--- src/inc/asr_pkg.sv ---
/*
  Constants and types shared by the asynchronous serial receiver.
  Assumes a 100 MHz system clock and a byte-addressed register port.
*/
`default_nettype none
package asr_pkg;
  // Register byte addresses
  localparam logic [7:0] ADDR_CTRL = 8'h00;
  localparam logic [7:0] ADDR_BAUD = 8'h04;
  localparam logic [7:0] ADDR_DATA = 8'h08;
  localparam logic [7:0] ADDR_STAT = 8'h0c;
  localparam logic [7:0] ADDR_ISTAT = 8'h10;
  localparam logic [7:0] ADDR_IMASK = 8'h14;
  // Control bits
  localparam int CTRL_RECEIVE_ENABLE = 0;
  localparam int CTRL_PORT_ENABLE = 1;
  localparam int CTRL_SYNC = 2;
  localparam int CTRL_NINE = 3;
  // Status bits
  localparam int ST_CHAR = 0;
  localparam int ST_OVR = 1;
  localparam int ST_FERR = 2;
  localparam int ST_BUSY = 3;
  // Event bits
  localparam int EV_CHAR = 0;
  localparam int EV_OVR = 1;
  localparam int EV_FERR = 2;
  localparam int EV_W = 3;
  // Bit timing in oversample ticks
  localparam int OVERSAMPLE = 16;
  localparam logic [3:0] SMP_A = 4'h7;
  localparam logic [3:0] SMP_B = 4'h8;
  localparam logic [3:0] SMP_DEC = 4'h9;
  localparam logic [3:0] LAST_TICK = 4'hf;
  localparam logic [3:0] BITS_SHORT = 4'h8;
  localparam logic [3:0] BITS_LONG = 4'h9;
  // Default rate divider
  localparam longint CLK_HZ = 100000000;
  localparam longint BAUD_HZ = 9600;
  localparam logic [15:0] BAUD_DIV_RST = 16'(CLK_HZ / (OVERSAMPLE * BAUD_HZ) - 1);
  localparam logic [3:0] CTRL_RST = 4'h0;
  localparam logic [EV_W-1:0] MASK_RST = 3'h0;

  typedef enum logic [1:0] {
    ASR_IDLE = 2'b00,
    ASR_START = 2'b01,
    ASR_DATA = 2'b11,
    ASR_STOP = 2'b10
  } asr_state_t;

  typedef struct packed {
    logic ferr;
    logic [8:0] data;
  } asr_char_t;

  typedef struct packed {
    logic wr;
    logic rd;
    logic [7:0] addr;
    logic [31:0] wdata;
  } asr_bus_req_t;
endpackage
`default_nettype wire

--- src/logic/asr_rx.sv ---
/*
  Asynchronous serial receiver: start detect, oversampled bit recovery,
  stop check, small receive FIFO, register port and interrupt.
  Assumes receive_pin and the register port are synchronous to sys_clk.
*/
// Overview of operation
// - Falling edge on idle line begins character
// - Recheck start bit low at its centre
// - High at start centre aborts silently
// - Step one bit period per data bit
// - Majority vote decides each shifted bit
// - Low stop bit flags framing error
// - High stop bit clears framing error
// - Stop sampled: push character, set flag
// - Data read returns and removes oldest
// - Overrun blocks reception until cleared
// - Sixteen ticks per bit, eight/nine bits
// - FIFO holds two characters plus shifting
`timescale 1ns/1ps
`default_nettype none
module asr_rx #(
  parameter int FIFO_DEPTH = 2,
  parameter int BAUD_W = 16
) (
  input wire logic sys_clk,
  input wire logic rstn,
  input wire asr_pkg::asr_bus_req_t bus_req,
  output logic [31:0] bus_rdata,
  input wire logic receive_pin,
  output logic irq
);
  localparam int PW = (FIFO_DEPTH > 1) ? $clog2(FIFO_DEPTH) : 1;

  if (FIFO_DEPTH < 2 || (FIFO_DEPTH & (FIFO_DEPTH - 1)) != 0 || BAUD_W < 16 || BAUD_W > 32) begin : g_bad
    $error("asr_rx: FIFO_DEPTH must be a power of two >= 2, BAUD_W 16..32");
  end

  typedef struct packed {
    asr_pkg::asr_state_t st;
    logic continuous_receive_enable;
    logic serial_port_enable;
    logic sync;
    logic nine;
    logic [BAUD_W-1:0] baud_div;
    logic [BAUD_W-1:0] div_cnt;
    logic [3:0] tick_cnt;
    logic [3:0] bit_idx;
    logic rx_prev;
    logic s_a;
    logic s_b;
    logic [8:0] receive_shift_register;
    logic overrun;
    logic [asr_pkg::EV_W-1:0] ev_stat;
    logic [asr_pkg::EV_W-1:0] ev_mask;
    asr_pkg::asr_char_t [FIFO_DEPTH-1:0] fifo;
    logic [PW-1:0] wptr;
    logic [PW-1:0] rptr;
    logic [PW:0] count;
    logic [31:0] rdata;
    logic irq;
  } asr_core_t;

  asr_core_t state_reg;
  asr_core_t state_next;
  logic tick;
  logic vote;
  logic rx_en;
  logic push;
  logic pop;
  logic [3:0] nbits;
  asr_pkg::asr_char_t push_ch;
  asr_pkg::asr_char_t top_ch;

  always_comb begin
    state_next = state_reg;
    tick = (state_reg.div_cnt == '0);
    vote = (state_reg.s_a & state_reg.s_b) | (state_reg.s_a & receive_pin) | (state_reg.s_b & receive_pin);
    rx_en = state_reg.continuous_receive_enable & state_reg.serial_port_enable & ~state_reg.sync
            & ~state_reg.overrun;
    nbits = state_reg.nine ? asr_pkg::BITS_LONG : asr_pkg::BITS_SHORT;
    push = 1'b0;
    pop = 1'b0;
    push_ch.ferr = ~vote;
    push_ch.data = state_reg.nine ? state_reg.receive_shift_register
                                  : {1'b0, state_reg.receive_shift_register[8:1]};
    top_ch = (state_reg.count != '0) ? state_reg.fifo[state_reg.rptr] : '0;
    state_next.rx_prev = receive_pin;
    // Oversample tick divider
    if (tick) begin
      state_next.div_cnt = state_reg.baud_div;
    end else begin
      state_next.div_cnt = state_reg.div_cnt - BAUD_W'(1);
    end
    // Register writes, applied before hardware sets so sets win
    state_next.rdata = '0;
    if (bus_req.wr) begin
      case (bus_req.addr)
        asr_pkg::ADDR_CTRL: begin
          state_next.continuous_receive_enable = bus_req.wdata[asr_pkg::CTRL_RECEIVE_ENABLE];
          state_next.serial_port_enable = bus_req.wdata[asr_pkg::CTRL_PORT_ENABLE];
          state_next.sync = bus_req.wdata[asr_pkg::CTRL_SYNC];
          state_next.nine = bus_req.wdata[asr_pkg::CTRL_NINE];
          if (!bus_req.wdata[asr_pkg::CTRL_RECEIVE_ENABLE]) begin
            state_next.overrun = 1'b0;
          end
        end
        asr_pkg::ADDR_BAUD: begin
          state_next.baud_div = bus_req.wdata[BAUD_W-1:0];
        end
        asr_pkg::ADDR_STAT: begin
          if (bus_req.wdata[asr_pkg::ST_OVR]) begin
            state_next.overrun = 1'b0;
          end
        end
        asr_pkg::ADDR_ISTAT: begin
          state_next.ev_stat = state_reg.ev_stat & ~bus_req.wdata[asr_pkg::EV_W-1:0];
        end
        asr_pkg::ADDR_IMASK: begin
          state_next.ev_mask = bus_req.wdata[asr_pkg::EV_W-1:0];
        end
        default: begin
        end
      endcase
    end
    // Register reads, answered one cycle later
    if (bus_req.rd) begin
      case (bus_req.addr)
        asr_pkg::ADDR_CTRL: begin
          state_next.rdata = {28'h0000000, state_reg.nine, state_reg.sync, state_reg.serial_port_enable,
                              state_reg.continuous_receive_enable};
        end
        asr_pkg::ADDR_BAUD: begin
          state_next.rdata = 32'(state_reg.baud_div);
        end
        asr_pkg::ADDR_DATA: begin
          state_next.rdata = {22'h000000, top_ch};
          pop = (state_reg.count != '0);
        end
        asr_pkg::ADDR_STAT: begin
          state_next.rdata = {28'h0000000, (state_reg.st != asr_pkg::ASR_IDLE), top_ch.ferr,
                              state_reg.overrun, (state_reg.count != '0)};
        end
        asr_pkg::ADDR_ISTAT: begin
          state_next.rdata = 32'(state_reg.ev_stat);
        end
        asr_pkg::ADDR_IMASK: begin
          state_next.rdata = 32'(state_reg.ev_mask);
        end
        default: begin
          state_next.rdata = '0;
        end
      endcase
    end
    // Character recovery
    case (state_reg.st)
      asr_pkg::ASR_IDLE: begin
        if (rx_en && state_reg.rx_prev && !receive_pin) begin
          state_next.st = asr_pkg::ASR_START;
          state_next.tick_cnt = '0;
          state_next.bit_idx = '0;
        end
      end
      asr_pkg::ASR_START, asr_pkg::ASR_DATA, asr_pkg::ASR_STOP: begin
        if (tick) begin
          state_next.tick_cnt = state_reg.tick_cnt + 4'h1;
          if (state_reg.tick_cnt == asr_pkg::SMP_A) begin
            state_next.s_a = receive_pin;
          end
          if (state_reg.tick_cnt == asr_pkg::SMP_B) begin
            state_next.s_b = receive_pin;
          end
          if (state_reg.tick_cnt == asr_pkg::SMP_DEC) begin
            if (state_reg.st == asr_pkg::ASR_START && vote) begin
              state_next.st = asr_pkg::ASR_IDLE;
            end
            if (state_reg.st == asr_pkg::ASR_DATA) begin
              state_next.receive_shift_register = {vote, state_reg.receive_shift_register[8:1]};
            end
            if (state_reg.st == asr_pkg::ASR_STOP) begin
              state_next.st = asr_pkg::ASR_IDLE;
              if (state_reg.count == (PW + 1)'(FIFO_DEPTH)) begin
                state_next.overrun = 1'b1;
                state_next.ev_stat[asr_pkg::EV_OVR] = 1'b1;
              end else begin
                push = 1'b1;
                if (!vote) begin
                  state_next.ev_stat[asr_pkg::EV_FERR] = 1'b1;
                end
              end
            end
          end
          if (state_reg.tick_cnt == asr_pkg::LAST_TICK) begin
            if (state_reg.st == asr_pkg::ASR_START) begin
              state_next.st = asr_pkg::ASR_DATA;
            end else if (state_reg.st == asr_pkg::ASR_DATA) begin
              state_next.bit_idx = state_reg.bit_idx + 4'h1;
              if (state_reg.bit_idx == nbits - 4'h1) begin
                state_next.st = asr_pkg::ASR_STOP;
              end
            end
          end
        end
        if (!rx_en && state_reg.st != asr_pkg::ASR_STOP) begin
          state_next.st = asr_pkg::ASR_IDLE;
        end
      end
      default: begin
        state_next.st = asr_pkg::ASR_IDLE;
      end
    endcase
    // FIFO bookkeeping
    if (push) begin
      state_next.fifo[state_reg.wptr] = push_ch;
      state_next.wptr = state_reg.wptr + PW'(1);
      state_next.ev_stat[asr_pkg::EV_CHAR] = 1'b1;
    end
    if (pop) begin
      state_next.rptr = state_reg.rptr + PW'(1);
    end
    state_next.count = state_reg.count + {{PW{1'b0}}, push} - {{PW{1'b0}}, pop};
    state_next.irq = |(state_next.ev_stat & state_next.ev_mask);
  end

  always_ff @(posedge sys_clk or negedge rstn) begin
    if (!rstn) begin
      state_reg <= '0;
      state_reg.st <= asr_pkg::ASR_IDLE;
      state_reg.baud_div <= BAUD_W'(asr_pkg::BAUD_DIV_RST);
      state_reg.div_cnt <= BAUD_W'(asr_pkg::BAUD_DIV_RST);
      state_reg.rx_prev <= 1'b1;
      state_reg.ev_mask <= asr_pkg::MASK_RST;
    end else begin
      state_reg <= state_next;
    end
  end

  assign bus_rdata = state_reg.rdata;
  assign irq = state_reg.irq;

  logic dec_tick;
  assign dec_tick = tick && state_reg.tick_cnt == asr_pkg::SMP_DEC;
endmodule
`default_nettype wire

--- config.mk ---
export PLATFORM = sky130hd
export DESIGN_NAME = asr_rx
export DESIGN_NICKNAME = d
export VERILOG_FILES = /design/src/inc/asr_pkg.sv /design/src/logic/asr_rx.sv
export SDC_FILE = /design/constraint.sdc
export NUM_CORES = 1
export LEC_CHECK = 0
export ABC_AREA = 1
export BUFFER_PORTS_ARGS = -buffer_cell sky130_fd_sc_hd__clkbuf_2
export CAP_MARGIN = 10
export CORE_MARGIN = 1.5
export CORE_UTILIZATION = 54
export CTS_BUF_LIST = sky130_fd_sc_hd__clkbuf_2 sky130_fd_sc_hd__clkbuf_4 sky130_fd_sc_hd__clkbuf_8
export DETAILED_ROUTE_END_ITERATION = 8
export HOLD_SLACK_MARGIN = 0.03
export PLACE_DENSITY = 0.76
export RECOVER_POWER = 50
export SKIP_CTS_REPAIR_TIMING = 1
export SLEW_MARGIN = 20
export SYNTH_ARGS = -nofsm -noshare
export SYNTH_HDL_FRONTEND = slang
export SYNTH_SLANG_ARGS = --single-unit
--- constraint.sdc ---
create_clock -name sys_clk -period 3.8 [get_ports sys_clk]
set_input_delay 0.38 -clock sys_clk [delete_from_list [all_inputs] [get_ports sys_clk]]
set_output_delay 0.38 -clock sys_clk [all_outputs]
set_load 0.005 [all_outputs]
==> results.toml <==
[worst_setup_path]
critPathMaxFanout = 8
startpoint_type = "flip-flop"
reg2reg_to = "state_reg[34]$_DFF_PN0_"
crit_type = "reg2reg"
reg2regPathDepth = 12
worst_ep_arrival_time_ps = 2740
r2r-start = "state_reg[84]$_DFF_PN0_"
required_ps = 4100
reg2reg_slack_ps = 1360
endpoint_kind = "flip-flop"

[global_route]
grt_pass1_wl_um = 19700
track_usage = 0.227
overflow = 0
grt_max_degree = 75
grt_pass1_vias = 4221
grt_antenna_before_repair = 0

[clock_tree]
clockRootBuffer = "clkbuf_8"
cts_tree = "yes"
cts.sinks = 106
clockBufferDepth = 2
htree_levels = 3
clk_pin_slew_ps = 110
clk_latency_ps = 380
cts_buffers = 9

[floorplan]
dieArea_sq_um = 10900
fp.dieH_um = 104
die_x_um = 104
rows = 36
boundaryPins = 78
start_util = 0.561
core_area_sq_um = 9860

[sta]
fmax_ghz = 0.409
drv_slew = 75
hold_viol_final = 0
slew_headroom = -0.208
finalSetupTns_ps = 0
timing.final.crit_share = 0.643
period_needed_ps = 2440
final.setup_skew_ps = 19.1
setup_viol = 0
rsz0062_at_grt = "no"
tightest_slew_ps = 1810

[placed_design]
numPlacedInstances = 842
gp_congestion = 0.906
port_buffers = 45
hpwl_um = 8650

[yosys]
yosys-top-cells-count = "nand2_1, dfrtp_1, o21ai_0"
synth-seq-cells = 106
synthCells = 696
avgSynthCellArea_sq_um = 7.96
yosysWarnings = 0
synthArstFlopShare = 1.00
synth_cell_type_count = 33
ys_seq_area_frac = 0.481
synth-main-ff-cell = "dfrtp_1"
yosysMostFrequentCell = "nand2_1"
ys_top_cells_by_area = "dfrtp_1, nand2_1, o21ai_0"
synth_edf_count = 0
synth_top_area_share = 0.438
synth_area_leader_cell = "dfrtp_1"
syn-cell-area_sq_um = 5540

[min_path]
holdPathEnd = "state_reg[75]$_DFF_PN1_"
hold_depth = 1
worstHoldStart = "receive_pin"
hp-class = "in2reg"

[final_layout]
layout-drive-gt1-share = 0.119
final_nets = 778
antenna_cells = 0
fin_util = 0.594
syn_to_final_growth_pct = 5.90
fin_cells = 858
largest_reg_flops = 89

[detailed_routing]
vias = 4410
vias_per_cell = 5.14
drt.antenna.violating_nets = 0
drt_wl_total_um = 11700
wl_per_cell_um = 13.6
drcViolationCount = 0
firstDrtPassIters = 5
drt_iter0_drc = 279

[pwr]
p_total_mw = 2.37
p_comb_frac = 0.152
p_leak_nw = 2.93
power.internal_mw = 1.61
seqPwrFrac = 0.544
ir_drop_uv = 237
netSwitchingFraction = 0.320
switchingPower_mw = 0.757
p_per_area_nw_per_um2 = 404
power_frac_clock = 0.304

[run_status]
violations = "capacitance limit, slew limit"
status = "complete, but fails checks"

[job]
drv_cap = 1
## layout by cell type, fill, tap and decap left out, types with 9 or more instances in the layout
master,netlist,routed
a21oi_1,28,28
clkbuf_2,1,44
clkbuf_8,0,9
conb_1,1,16
dfrtp_1,97,97
dfstp_2,9,9
ha_1,13,13
inv_1,84,84
nand2_1,159,159
nand3_1,37,37
nor2_1,76,77
o21ai_0,86,86
xor2_1,10,10
## through the flow
stage	setup slack [ps]	hold WS [ps]	instance area [sq um]
3_3_place_gp	1450	458	5660
5_1_grt	1090	128	5860
4_1_cts	1340	99.8	5880
6_report	1360	122	5860
2_1_floorplan	1770	84.4	5590
3_5_place_dp	1390	461	5660
## power by group through the flow
stage                     clock network [mW]  logic [mW]  registers, mW
after global placement                     0       0.348           1.30
final                                  0.720       0.360           1.29
after global routing                   0.775       0.417           1.30
after floorplan                            0       0.281           1.28
after detailed placement                   0       0.361           1.31
after CTS                              0.738       0.364           1.28
## area by class of cell
class                   instances  area, sq um
fillers                       911         4000
multi-input cells             467         2250
inverters                      89          335
repair buffers                 47          231
well taps                     133          166
clock buffers                   9          124
flip-flops and latches        106         2660
clock inverters                 7         93.8
## per-layer routing
metal  wire (um)  vias up  global-route usage  part of all wire
li1            -     2197                   -                 -
met1        5460     2081               0.315              0.47
met2        5470      116               0.367              0.47
met3         533       16              0.0332             0.046
met4         210        0              0.0744             0.018
met5           0        -                   0                 0
## critical path, cell delays in order (launching register included)
cell and delay, ps:
dfrtp_1 380, inv_1 140, ha_1 230, nand3_1 100, nor2_1 130, nand2_2 140
nor2_4 230, nand3_1 140, ha_1 300, inv_1 40, ha_1 180, xnor2_1 190
xor2_1 180
## cells by family (layout without fill, tap and decap cells)
logic type / count (synthesis) / count (layout) / synth area share
fa+ha+maj: 13 / 13 / 0.0294
mux: 1 / 1 / 0.00203
buf+inv: 138 / 152 / 0.122
compound gates: 124 / 124 / 0.115
other cells: 1 / 16 / 0.000677
simple gates: 297 / 297 / 0.224
xor+xnor: 16 / 16 / 0.0253
flops: 106 / 106 / 0.481
## how the worst max path moves through the flow
stage / to / from
finish: state_reg[34]$_DFF_PN0_ / state_reg[84]$_DFF_PN0_
floorplan: state_reg[34]$_DFF_PN0_ / state_reg[84]$_DFF_PN0_
global route: state_reg[58]$_DFF_PN0_ / rstn
detailed placement: state_reg[34]$_DFF_PN0_ / state_reg[84]$_DFF_PN0_
global placement: state_reg[34]$_DFF_PN0_ / bus_req[37]
CTS: state_reg[34]$_DFF_PN0_ / state_reg[84]$_DFF_PN0_
Note: power is estimated with default switching activity, not from simulation.
